`src/include/lin_sbc_pkg.sv`:
```
// Package with timing counts and mode encodings for the LIN mode controller
package lin_sbc_pkg;
    localparam int unsigned CLK_HZ              = 10_000_000;
    localparam int unsigned DOM_TIMEOUT_US      = 6000;
    localparam int unsigned DOM_TIMEOUT_CYC     = DOM_TIMEOUT_US * (CLK_HZ / 1_000_000);
    localparam int unsigned TX_RELEASE_US       = 10;
    localparam int unsigned TX_RELEASE_CYC      = TX_RELEASE_US * (CLK_HZ / 1_000_000) + 1;
    localparam int unsigned IGN_DEBOUNCE_US     = 160;
    localparam int unsigned IGN_DEBOUNCE_CYC    = IGN_DEBOUNCE_US * (CLK_HZ / 1_000_000);
    localparam int unsigned RESET_HOLD_US       = 4000;
    localparam int unsigned RESET_HOLD_CYC      = RESET_HOLD_US * (CLK_HZ / 1_000_000);
    localparam int unsigned WAKE_FILT_CYC       = 300;
    localparam int unsigned BUS_FILT_CYC        = 300;
    localparam int unsigned TRIG_MIN_CYC        = 20;
    localparam int unsigned WDOG_WINDOW_CYC     = 200_000;
    localparam int unsigned CNT_W               = 20;

    typedef enum logic [1:0] {
        MODE_FAILSAFE,
        MODE_NORMAL,
        MODE_SILENT,
        MODE_SLEEP
    } op_mode_t;

    typedef enum logic [1:0] {
        SRC_NONE,
        SRC_BUS,
        SRC_LOCAL
    } wake_src_t;
endpackage : lin_sbc_pkg

```
`src/include/lin_filter_if.sv`:
```
// Interface carrying one filter's input, enable and qualified output
`timescale 1ns/1ps
interface lin_filter_if;
    logic level;
    logic enable;
    logic qualified;
    modport filter (input level, input enable, output qualified);
    modport user   (output level, output enable, input qualified);
endinterface : lin_filter_if

```
`src/design/lin_mode_ctrl.sv`:
```
// LIN system-basis mode controller: modes, bus driver, wake, watchdog, reset
`timescale 1ns/1ps
module lin_mode_ctrl #(
    parameter int unsigned DOM_TIMEOUT_CYC  = lin_sbc_pkg::DOM_TIMEOUT_CYC,
    parameter int unsigned RESET_HOLD_CYC   = lin_sbc_pkg::RESET_HOLD_CYC,
    parameter int unsigned WAKE_FILT_CYC    = lin_sbc_pkg::WAKE_FILT_CYC,
    parameter int unsigned BUS_FILT_CYC     = lin_sbc_pkg::BUS_FILT_CYC,
    parameter int unsigned TRIG_MIN_CYC     = lin_sbc_pkg::TRIG_MIN_CYC,
    parameter int unsigned WDOG_WINDOW_CYC  = lin_sbc_pkg::WDOG_WINDOW_CYC
) (
    input  wire logic ref_clk,
    input  wire logic rst,
    input  wire logic vs_present,
    input  wire logic vs_undervolt,
    input  wire logic vcc_undervolt,
    input  wire logic enable_in,
    input  wire logic txd_in,
    output logic      txd_out,
    output logic      txd_oe,
    input  wire logic lin_in,
    output logic      lin_out,
    output logic      lin_oe,
    output logic      rxd_out,
    output logic      rxd_oe,
    input  wire logic wake_n,
    input  wire logic ignition_in,
    input  wire logic wdog_disable,
    input  wire logic wdog_trigger_n,
    output logic      inhibit_out,
    output logic      reset_out_n_out,
    output logic      reset_out_n_oe,
    output logic      regulator_on,
    output logic [1:0] mode_out
);
    lin_sbc_pkg::op_mode_t  mode;
    lin_sbc_pkg::op_mode_t  next_mode;
    lin_sbc_pkg::wake_src_t wake_src;
    logic                   enable_prev;
    logic                   vs_prev;
    logic                   bus_wake_armed;
    logic                   ign_armed;
    logic                   wake_armed;
    logic                   dom_timed_out;
    logic [lin_sbc_pkg::CNT_W-1:0] dom_count;
    logic [lin_sbc_pkg::CNT_W-1:0] rel_count;
    logic [lin_sbc_pkg::CNT_W-1:0] hold_count;
    logic [lin_sbc_pkg::CNT_W-1:0] wdog_count;
    logic                   trig_qual_prev;
    logic                   wdog_fail;
    logic                   lin_prev;

    // Filters for wake pin, ignition, bus dominant and trigger pulse
    lin_filter_if wake_fif ();
    lin_filter_if ign_fif ();
    lin_filter_if bus_fif ();
    lin_filter_if trig_fif ();

    lin_level_filter #(.LEN(WAKE_FILT_CYC)) u_wake_filt (
        .ref_clk (ref_clk),
        .rst     (rst),
        .fif     (wake_fif)
    );
    lin_level_filter #(.LEN(lin_sbc_pkg::IGN_DEBOUNCE_CYC)) u_ign_filt (
        .ref_clk (ref_clk),
        .rst     (rst),
        .fif     (ign_fif)
    );
    lin_level_filter #(.LEN(BUS_FILT_CYC)) u_bus_filt (
        .ref_clk (ref_clk),
        .rst     (rst),
        .fif     (bus_fif)
    );
    lin_level_filter #(.LEN(TRIG_MIN_CYC)) u_trig_filt (
        .ref_clk (ref_clk),
        .rst     (rst),
        .fif     (trig_fif)
    );

    wire low_power   = (mode == lin_sbc_pkg::MODE_SLEEP) || (mode == lin_sbc_pkg::MODE_SILENT);
    wire powered     = vs_present && !rst;
    wire vs_rise     = vs_present && !vs_prev;
    wire hold_active = (hold_count != '0);
    // Reset output low on regulator undervoltage, watchdog failure or power-up hold
    wire reset_low   = vcc_undervolt || wdog_fail || hold_active;
    wire wdog_run    = !wdog_disable && !low_power;

    assign wake_fif.level  = !wake_n;
    assign wake_fif.enable = wake_armed;
    assign ign_fif.level   = ignition_in;
    assign ign_fif.enable  = ign_armed;
    assign bus_fif.level   = !lin_in;
    assign bus_fif.enable  = 1'b1;
    assign trig_fif.level  = !wdog_trigger_n;
    assign trig_fif.enable = wdog_run;

    // Wake qualifiers, each valid only from sleep or silent
    wire local_wake = low_power && wake_fif.qualified;
    wire ign_wake   = low_power && ign_fif.qualified;
    wire bus_wake   = low_power && bus_wake_armed && lin_in && !lin_prev;
    wire en_rise    = enable_in && !enable_prev;
    wire en_fall    = !enable_in && enable_prev;
    // Service counted once the low pulse has passed its minimum width
    wire trig_event = trig_fif.qualified && !trig_qual_prev;

    wire tx_path_on = (next_mode == lin_sbc_pkg::MODE_NORMAL) && !vs_undervolt
                      && !dom_timed_out;
    wire next_lin_drive = tx_path_on && !txd_in;

    always_comb begin
        next_mode = mode;
        case (mode)
            lin_sbc_pkg::MODE_FAILSAFE: begin
                if (enable_in && !hold_active) begin
                    next_mode = lin_sbc_pkg::MODE_NORMAL;
                end
            end
            lin_sbc_pkg::MODE_NORMAL: begin
                if (en_fall) begin
                    next_mode = txd_in ? lin_sbc_pkg::MODE_SILENT
                                       : lin_sbc_pkg::MODE_SLEEP;
                end
            end
            lin_sbc_pkg::MODE_SILENT, lin_sbc_pkg::MODE_SLEEP: begin
                if (en_rise) begin
                    next_mode = lin_sbc_pkg::MODE_NORMAL;
                end else if (local_wake || ign_wake || bus_wake || vs_undervolt) begin
                    next_mode = lin_sbc_pkg::MODE_FAILSAFE;
                end
            end
            default: begin
                next_mode = lin_sbc_pkg::MODE_FAILSAFE;
            end
        endcase
        if (reset_low || vs_rise) begin
            next_mode = lin_sbc_pkg::MODE_FAILSAFE;
        end
    end

    always_ff @(posedge ref_clk) begin
        if (rst) begin
            mode <= lin_sbc_pkg::MODE_FAILSAFE;
        end else begin
            mode <= next_mode;
        end
    end

    always_ff @(posedge ref_clk) begin
        if (rst) begin
            enable_prev    <= 1'b0;
            vs_prev        <= 1'b0;
            lin_prev       <= 1'b1;
            trig_qual_prev <= 1'b0;
        end else begin
            enable_prev    <= enable_in;
            vs_prev        <= vs_present;
            lin_prev       <= lin_in;
            trig_qual_prev <= trig_fif.qualified;
        end
    end

    // Arming: local wake and ignition need release before a new request
    always_ff @(posedge ref_clk) begin
        if (rst) begin
            wake_armed     <= 1'b0;
            ign_armed      <= 1'b0;
            bus_wake_armed <= 1'b0;
        end else begin
            if (wake_n) begin
                wake_armed <= 1'b1;
            end else if (local_wake) begin
                wake_armed <= 1'b0;
            end
            if (!ignition_in) begin
                ign_armed <= 1'b1;
            end else if (ign_wake) begin
                ign_armed <= 1'b0;
            end
            if (bus_fif.qualified) begin
                bus_wake_armed <= 1'b1;
            end else if (lin_in) begin
                bus_wake_armed <= 1'b0;
            end
        end
    end

    // Last wake source, shown on the transmit pin in fail-safe
    always_ff @(posedge ref_clk) begin
        if (rst) begin
            wake_src <= lin_sbc_pkg::SRC_NONE;
        end else if (local_wake || ign_wake) begin
            wake_src <= lin_sbc_pkg::SRC_LOCAL;
        end else if (bus_wake) begin
            wake_src <= lin_sbc_pkg::SRC_BUS;
        end else if (mode == lin_sbc_pkg::MODE_NORMAL) begin
            wake_src <= lin_sbc_pkg::SRC_NONE;
        end
    end

    // Dominant timeout and release timer
    always_ff @(posedge ref_clk) begin
        if (rst) begin
            dom_count     <= '0;
            rel_count     <= '0;
            dom_timed_out <= 1'b0;
        end else begin
            if (txd_in) begin
                dom_count <= '0;
            end else if (dom_count < lin_sbc_pkg::CNT_W'(DOM_TIMEOUT_CYC)) begin
                dom_count <= dom_count + 1'b1;
            end
            if (!txd_in) begin
                rel_count <= '0;
            end else if (rel_count < lin_sbc_pkg::CNT_W'(lin_sbc_pkg::TX_RELEASE_CYC)) begin
                rel_count <= rel_count + 1'b1;
            end
            if (!txd_in && dom_count >= lin_sbc_pkg::CNT_W'(DOM_TIMEOUT_CYC)) begin
                dom_timed_out <= 1'b1;
            end else if (rel_count >= lin_sbc_pkg::CNT_W'(lin_sbc_pkg::TX_RELEASE_CYC)) begin
                dom_timed_out <= 1'b0;
            end
        end
    end

    // Power-up reset hold and watchdog window
    always_ff @(posedge ref_clk) begin
        if (rst) begin
            hold_count <= '0;
            wdog_count <= '0;
            wdog_fail  <= 1'b0;
        end else begin
            if (vs_rise) begin
                hold_count <= lin_sbc_pkg::CNT_W'(RESET_HOLD_CYC);
            end else if (hold_active) begin
                hold_count <= hold_count - 1'b1;
            end
            if (!wdog_run || trig_event || wdog_fail) begin
                wdog_count <= '0;
            end else begin
                wdog_count <= wdog_count + 1'b1;
            end
            if (wdog_run && !wdog_fail
                    && wdog_count >= lin_sbc_pkg::CNT_W'(WDOG_WINDOW_CYC)) begin
                wdog_fail <= 1'b1;
            end else begin
                wdog_fail <= 1'b0;
            end
        end
    end

    // Registered pin outputs
    always_ff @(posedge ref_clk) begin
        if (rst) begin
            lin_out         <= 1'b0;
            lin_oe          <= 1'b0;
            txd_out         <= 1'b0;
            txd_oe          <= 1'b0;
            rxd_out         <= 1'b0;
            rxd_oe          <= 1'b0;
            inhibit_out     <= 1'b0;
            reset_out_n_out <= 1'b0;
            reset_out_n_oe  <= 1'b1;
            regulator_on    <= 1'b0;
            mode_out        <= 2'h0;
        end else begin
            lin_out         <= 1'b0;
            lin_oe          <= next_lin_drive;
            txd_out         <= 1'b0;
            txd_oe          <= (next_mode == lin_sbc_pkg::MODE_FAILSAFE)
                               && (wake_src == lin_sbc_pkg::SRC_LOCAL || local_wake || ign_wake);
            rxd_oe          <= powered;
            if (next_mode == lin_sbc_pkg::MODE_NORMAL) begin
                rxd_out <= lin_in;
            end else if (next_mode == lin_sbc_pkg::MODE_FAILSAFE) begin
                rxd_out <= (wake_src == lin_sbc_pkg::SRC_NONE)
                           && !(local_wake || ign_wake || bus_wake);
            end else begin
                rxd_out <= (next_mode == lin_sbc_pkg::MODE_SILENT);
            end
            inhibit_out     <= !vcc_undervolt && !hold_active
                               && (next_mode == lin_sbc_pkg::MODE_NORMAL
                                   || next_mode == lin_sbc_pkg::MODE_FAILSAFE);
            reset_out_n_out <= 1'b0;
            reset_out_n_oe  <= reset_low;
            regulator_on    <= (next_mode != lin_sbc_pkg::MODE_SLEEP);
            mode_out        <= 2'(next_mode);
        end
    end

    // Checks on bus driver, reset, inhibit and receive outputs
    chk_drive_normal: assert property (
        @(posedge ref_clk) disable iff (rst) lin_oe |-> mode == lin_sbc_pkg::MODE_NORMAL)
        else $error("Bus driven outside normal mode");
    chk_uv_no_drive: assert property (
        @(posedge ref_clk) disable iff (rst) vs_undervolt |=> !lin_oe)
        else $error("Bus driven during supply undervoltage");
    chk_dom_timeout: assert property (
        @(posedge ref_clk) disable iff (rst)
        (!txd_in && dom_count >= lin_sbc_pkg::CNT_W'(DOM_TIMEOUT_CYC)) |-> ##2 !lin_oe)
        else $error("Bus still driven after dominant timeout");
    chk_reset_low: assert property (
        @(posedge ref_clk) disable iff (rst) (vcc_undervolt || wdog_fail) |=> reset_out_n_oe)
        else $error("Reset output not pulled low");
    chk_reset_failsafe: assert property (
        @(posedge ref_clk) disable iff (rst)
        reset_out_n_oe |-> mode == lin_sbc_pkg::MODE_FAILSAFE)
        else $error("Reset low outside fail-safe mode");
    chk_inhibit_reset: assert property (
        @(posedge ref_clk) disable iff (rst) (vcc_undervolt || hold_active) |=> !inhibit_out)
        else $error("Inhibit on during undervoltage reset");
    chk_inhibit_low_power: assert property (
        @(posedge ref_clk) disable iff (rst) low_power |-> !inhibit_out)
        else $error("Inhibit on in sleep or silent mode");
    chk_sleep_regulator: assert property (
        @(posedge ref_clk) disable iff (rst) mode == lin_sbc_pkg::MODE_SLEEP |-> !regulator_on)
        else $error("Regulator on in sleep mode");
    chk_rx_unpowered: assert property (
        @(posedge ref_clk) disable iff (rst) !vs_present |=> !rxd_oe)
        else $error("Receive output on while unpowered");

    cov_bus_wake: cover property (
        @(posedge ref_clk) disable iff (rst) bus_wake);
    cov_local_wake: cover property (
        @(posedge ref_clk) disable iff (rst) local_wake || ign_wake);
    cov_dom_timeout: cover property (
        @(posedge ref_clk) disable iff (rst) $rose(dom_timed_out));
    cov_wdog_fail: cover property (
        @(posedge ref_clk) disable iff (rst) wdog_fail);
endmodule : lin_mode_ctrl

```
`src/design/lin_level_filter.sv`:
```
// Level filter: output goes high once the input has been high for LEN cycles
`timescale 1ns/1ps
module lin_level_filter #(
    parameter int unsigned LEN = 16
) (
    input  wire logic     ref_clk,
    input  wire logic     rst,
    lin_filter_if.filter  fif
);
    logic [lin_sbc_pkg::CNT_W-1:0] count;
    wire                           run_on = fif.enable && fif.level;
    wire                           done   = (count >= lin_sbc_pkg::CNT_W'(LEN));

    always_ff @(posedge ref_clk) begin
        if (rst || !run_on) begin
            count <= '0;
        end else if (!done) begin
            count <= count + 1'b1;
        end
    end

    assign fif.qualified = run_on && done;
endmodule : lin_level_filter

```
`config.mk`:
```
export PLATFORM = sky130hd
export DESIGN_NAME = lin_mode_ctrl
export DESIGN_NICKNAME = d
export VERILOG_FILES = /design/src/include/lin_sbc_pkg.sv /design/src/include/lin_filter_if.sv /design/src/design/lin_mode_ctrl.sv /design/src/design/lin_level_filter.sv
export SDC_FILE = /design/constraint.sdc
export NUM_CORES = 1
export LEC_CHECK = 0
export ABC_AREA = 1
export BUFFER_PORTS_ARGS = -buffer_cell sky130_fd_sc_hd__buf_2
export CAP_MARGIN = 0
export CORE_UTILIZATION = 59
export DETAILED_ROUTE_END_ITERATION = 10
export PLACE_DENSITY_LB_ADDON = 0.1
export SYNTH_ARGS = -nofsm -noshare
export SYNTH_HDL_FRONTEND = slang
export SYNTH_SLANG_ARGS = --single-unit
export TNS_END_PERCENT = 50
```
`constraint.sdc`:
```
create_clock -name ref_clk -period 1.9 [get_ports ref_clk]
set_clock_uncertainty 0.05 [all_clocks]
set_input_delay 0 -clock ref_clk [delete_from_list [all_inputs] [get_ports ref_clk]]
set_output_delay 0 -clock ref_clk [all_outputs]
set_load 0.01 [all_outputs]
```
Yosys cells after proc, flatten, opt, wreduce, memory -nomap -nowiden. Index checks and enable logic that the tools add are counted.

Input bits: 12. Word-level logic and storage cells: 160. Bits in registers: 180.

Equal/unequal tests: 8. Magnitude comparators: 9. Reductions and logical operators: 83. Bitwise operators: 1. $add $sub $neg: 8. Muxes and demuxes: 23.

Operator list (number): adder 20 x 1 -> 20 bit (second input constant) (7); greater-or-equal comparator 20 x 9 -> 1 bit (second input constant) (2); 2-to-1 mux 16 bit (2); logical AND 1 bit (29); zero test 1 bit (22); greater-or-equal comparator 20 x 11 -> 1 bit (second input constant) (1); greater-or-equal comparator 20 x 16 -> 1 bit (second input constant) (1); greater-or-equal comparator 20 x 18 -> 1 bit (second input constant) (1); greater-or-equal comparator 20 x 5 -> 1 bit (second input constant) (1); greater-or-equal comparator 20 x 7 -> 1 bit (second input constant) (1); less-than comparator 20 x 16 -> 1 bit (second input constant) (1); less-than comparator 20 x 7 -> 1 bit (second input constant) (1); nonzero test 20 bit (1); subtractor 20 x 1 -> 20 bit (second input constant) (1); logical OR 1 bit (16); 2-to-1 mux 2 bit (8); 2-to-1 mux 1 bit (12); OR reduction 2 bit (6); nonzero test 2 bit (5); == test 2 bit (second input constant) (4); zero test 2 bit (3); one-hot mux 2 bit (3 select lines) (1); == test 2 x 1 -> 1 bit (second input constant) (2); nonzero test 3 bit (1); other kinds (3) (3).

Longest topological paths before layout.
Depth in word-level cells: 15. Gate-level depth with buffers: 14.

Modules after synthesis. Synthesis repeated with hierarchy kept, for this count alone.

Cell total of the unflattened synthesis: 1156. Area, all modules: 8530.7 sq um.

By module, submodules not included: lin_mode_ctrl (instances 1, cells an instance 642, area an instance 4782.1 sq um); lin_level_filter at u_bus_filt ... (instances 2, cells an instance 139, area an instance 987.2 sq um); lin_level_filter at u_ign_filt (instances 1, cells an instance 136, area an instance 984.7 sq um); lin_level_filter at u_trig_filt (instances 1, cells an instance 100, area an instance 789.5 sq um).

Worst setup path before layout. OpenSTA, ideal clock, no wires.

Path type: flip-flop to flip-flop. From: reg hold_count[0] (netlist name). To: reg hold_count[18] (netlist name). Data required time: 1.728 ns. Stages on the path, launching flop included: 9. Path buffers: 0. Setup slack: 0.151 ns. Library setup time: 0.122 ns. Period minus slack after synthesis: 1.749 ns. Arrival time: 1.578 ns. Cells stage by stage: dfxtp_1 -> inv_1 -> ha_1 -> inv_1 -> nor2_2 -> inv_2 -> or4_4 -> nor3_1 -> nor3b_2.

Longest elaborated chain between the ends: 1. Elaborated cells on any way between the ends: 2. Classes of those cells: add/sub: 1; reduce/logical: 1.

RTL lines: start, declared (RTL line lin_mode_ctrl.sv:46) `logic [lin_sbc_pkg::CNT_W-1:0] hold_count;`; start signal, assigned (RTL line lin_mode_ctrl.sv:232) `hold_count <= lin_sbc_pkg::CNT_W'(RESET_HOLD_CYC);`; start signal, assigned (RTL line lin_mode_ctrl.sv:234) `hold_count <= hold_count - 1'b1;`; subtractor 20 x 1 -> 20 bit or nonzero test 20 bit (tied branches) (RTL line lin_mode_ctrl.sv:234, lin_mode_ctrl.sv:82).

Parallel ways exist; a longest one is shown, timed or not. A chain may end at the register's enable or synchronous reset.

Worst setup path in the final report.
From: reg hold_count[7] (netlist name). To: reg regulator_on.

Longest elaborated chain between the ends: 7. Elaborated cells on any way between the ends: 9. Classes of those cells: eq/ne: 1; mux: 3; reduce/logical: 5.

RTL lines: nonzero test 20 bit (*) (RTL line lin_mode_ctrl.sv:82) `wire hold_active = (hold_count != '0);`; zero test 1 bit (RTL line lin_mode_ctrl.sv:113) `if (enable_in && !hold_active) begin`; logical AND 1 bit (RTL line lin_mode_ctrl.sv:113); 2-to-1 mux 2 bit (RTL line lin_mode_ctrl.sv:113); one-hot mux 2 bit (3 select lines) (RTL line lin_mode_ctrl.sv:111) `case (mode)`; 2-to-1 mux 2 bit (*) (RTL line lin_mode_ctrl.sv:134) `if (reset_low || vs_rise) begin`; inequality test 2 bit (*) (RTL line lin_mode_ctrl.sv:284) `regulator_on <= (next_mode != lin_sbc_pkg::MODE_SLEEP);`; end signal, assigned (RTL line lin_mode_ctrl.sv:284); end, declared (RTL line lin_mode_ctrl.sv:32) `output logic regulator_on,`.

Mark *: on every way between the ends. The rest lies on a longest branch, timed or not.

==> impl_metrics.yaml <==
finish:
  layoutNonFillerInstCount: 1239
  n_antenna_cell: 0
  area_delta_synth_final_pct: 18.3
  drive_gt1_frac: 0.158
  nets: 1084
  stdcell_area_um2: 9060
global_routing:
  grt_pass1_vias: 5582
  overflow: 0
  grt_pass1_wl_um: 24100
  grt_start_max_net_pins: 17
  antenna_found_initial: 0
  grt_util_all_layers: 0.226
worst_hold_path:
  hp-class: "input pin to flip-flop"
  whs_path_depth: 4
  holdPathEnd: "vs_prev"
  min_from: "vs_present"
routing:
  first_iter_violations: 297
  viasPerCell: 4.99
  postRouteWirelength_um: 14600
  drt_pass1_iterations: 4
  vias: 6186
  drcViolationCount: 0
  antenna_left: 0
  wl_per_cell_um: 11.8
die:
  die_width_um: 116
  ios: 24
  die-area_um2: 13400
  fp.coreArea_um2: 12600
  row_count: 41
  start_util: 0.607
  die_h_um: 116
setup_path:
  required_ns: 2.14
  crit_type: "flip-flop to flip-flop"
  cp-start-kind: "flip-flop"
  r2r_end: "regulator_on"
  cp_data_arrival_time_ns: 2.03
  crit_fanout: 6
  crit-reg2reg-launch: "hold_count[7]"
  endpoint_kind: "flip-flop"
  reg2reg_setup_slack_ns: 0.11
  r2r_cells: 10
clock_network:
  clk_latency_ns: 0.42
  root_buffer: "clkbuf_16"
  cts_tree: "yes"
  cts.sink_count: 180
  clk_pin_slew_ns: 0.06
  clockBufferDepth: 2
  numCtsBuffers: 17
  htreeDepth: 4
pwr:
  pwr_density_cell_nw_per_um2: 944
  vdd_drop_max_uv: 656
  leakage_nw: 3.62
  seq_power_share: 0.460
  power_frac_clock: 0.443
  power.share.switching: 0.231
  switchingPower_w: 0.00198
  combPwrFrac: 0.097
  power_w: 0.00856
  internal_power_w: 0.00658
sta:
  drv_slew: 0
  period_needed_ns: 1.79
  setup_viol: 0
  hold_viol: 0
  fin_worst_hold_slack_ns: 0.303
  fmax_mhz: 559
  rsz0062_at_grt: "yes"
  period_share: 0.942
synthesis:
  ys.flop_type: "dfxtp_1"
  synth_seq_area_share: 0.471
  synth_enable_flop_cells: 0
  ys_ff_latch: 180
  ys_warn_count: 0
  syn_avg_cell_area_um2: 7.77
  syn_inst: 985
  syn_area_um2: 7660
  synthArstFlopShare: 0
  synth_cell_types: 55
run:
  cap_violations: 0
place:
  hpwl_um: 9860
  dpl.cell_count: 1183
  port_buffers: 20
  placed_area_um2: 8020
  gp_congestion: 0.843
run_status:
  status: "finished clean"
## how the worst max path moves through the flow
stage                             start              to  slack (ns)  cells past startpoint
final                     hold_count[7]    regulator_on        0.11                     10
after global routing       rel_count[0]    rel_count[5]       -0.02                     10
after CTS                 hold_count[0]   hold_count[8]       0.005                     10
after detailed placement  dom_count[12]   dom_count[11]        0.09                     11
after global placement    hold_count[0]    regulator_on        0.12                      9
after floorplan           hold_count[0]  hold_count[18]        0.15                      8
## power by group through the flow
stage          clock [W]  combinational [W]  sequential [W]
6_report         0.00379           0.000827         0.00394
5_1_grt          0.00400           0.000919         0.00395
4_1_cts          0.00386           0.000741         0.00393
3_5_place_dp           0           0.000702         0.00401
3_3_place_gp           0           0.000697         0.00401
2_1_floorplan          0           0.000541         0.00400
## through the flow
step	util	setup TNS [ns]	worst slack [ns]
2_1_floorplan	-	0	0.151
3_3_place_gp	0.636	0	0.117
3_5_place_dp	0.636	0	0.0899
4_1_cts	0.698	0	0.00484
5_1_grt	0.718	-0.0836	-0.0232
6_report	0.718	0	0.110
## synthesized netlist by cell type, drive strengths merged, types with 2 or more instances
master,count,area share
a21oi,69,0.046
nand2,111,0.059
nor4,10,0.013
dfxtp,180,0.47
a31oi,8,0.0065
and3,5,0.0041
ha,17,0.028
clkinv,2,0.00098
nor2,160,0.086
nand3b,5,0.0049
buf,8,0.0080
o21a,8,0.0078
xor2,6,0.0069
or4,2,0.0025
or2,4,0.0033
clkbuf,7,0.0047
inv,196,0.096
nor3,41,0.032
a211oi,5,0.0049
nand4,28,0.024
xnor2,6,0.0069
nand3,40,0.032
o21ai,53,0.035
nor3b,7,0.0095
## cells by family after synthesis
family | count (synthesis) | share of synthesized area
compound gates | 149 | 0.107
xor+xnor | 12 | 0.0137
other cells | 1 | 0.000490
simple gates | 413 | 0.270
buf+inv | 213 | 0.110
flops | 180 | 0.471
fa+ha+maj | 17 | 0.0278
## cell type report
type | instances | area, µm²
clock buffers | 22 | 464
clock inverters | 9 | 176
fillers | 1066 | 3560
inverters | 198 | 746
multi-input cells | 594 | 3380
flip-flops and latches | 180 | 3610
well taps | 172 | 215
repair buffers | 64 | 465
## sequential cells by signal, summed over array words and instances (netlist names), 2 cells and up
signal and count:
u_ign_filt.count 20, rel_count 20, u_wake_filt.count 20, u_bus_filt.count 20, hold_count 20, wdog_count 20, wake_src 2, dom_count 20
u_trig_filt.count 20, mode_out 2
## layer usage
layer,track usage,up-vias,share of wire
li1,-,3276,-
met1,0.285,2813,0.48
met2,0.375,80,0.47
met3,0.0607,17,0.035
met4,0.0752,0,0.012
met5,0,-,0
## worst max-delay path: stages (launching register included)
cell	delay [ns]
dfxtp_4	0.36
inv_2	0.05
nand2_2	0.05
nor2_4	0.12
nand3_2	0.13
nor4_4	0.32
nand3_2	0.14
nor2_2	0.13
nand2_2	0.09
nand2_2	0.10
o21ai_0	0.09
## placed cells by master (no fill, tap or decap), types with 7 or more instances in the layout
master	instances
o21ai_0	47
nor2_4	9
dlygate4sd3_1	14
nand3_1	31
nand2_2	12
nor2_2	7
inv_1	182
a31oi_1	7
buf_4	30
a21oi_1	66
nand2_1	96
o21a_1	8
inv_2	13
buf_2	20
clkbuf_16	17
dfxtp_1	174
nand4_1	27
ha_1	15
nor2_1	143
nor3_1	30
nor3_2	8
## timing repair
item,4_1_cts,5_1_grt
endpoints found under the setup margin,0,26
hold buffers,14,0
setup buffers,0,11
gates resized for setup,0,44
endpoints found under the hold margin,24,0
Note: power is estimated with default switching activity, not from simulation.
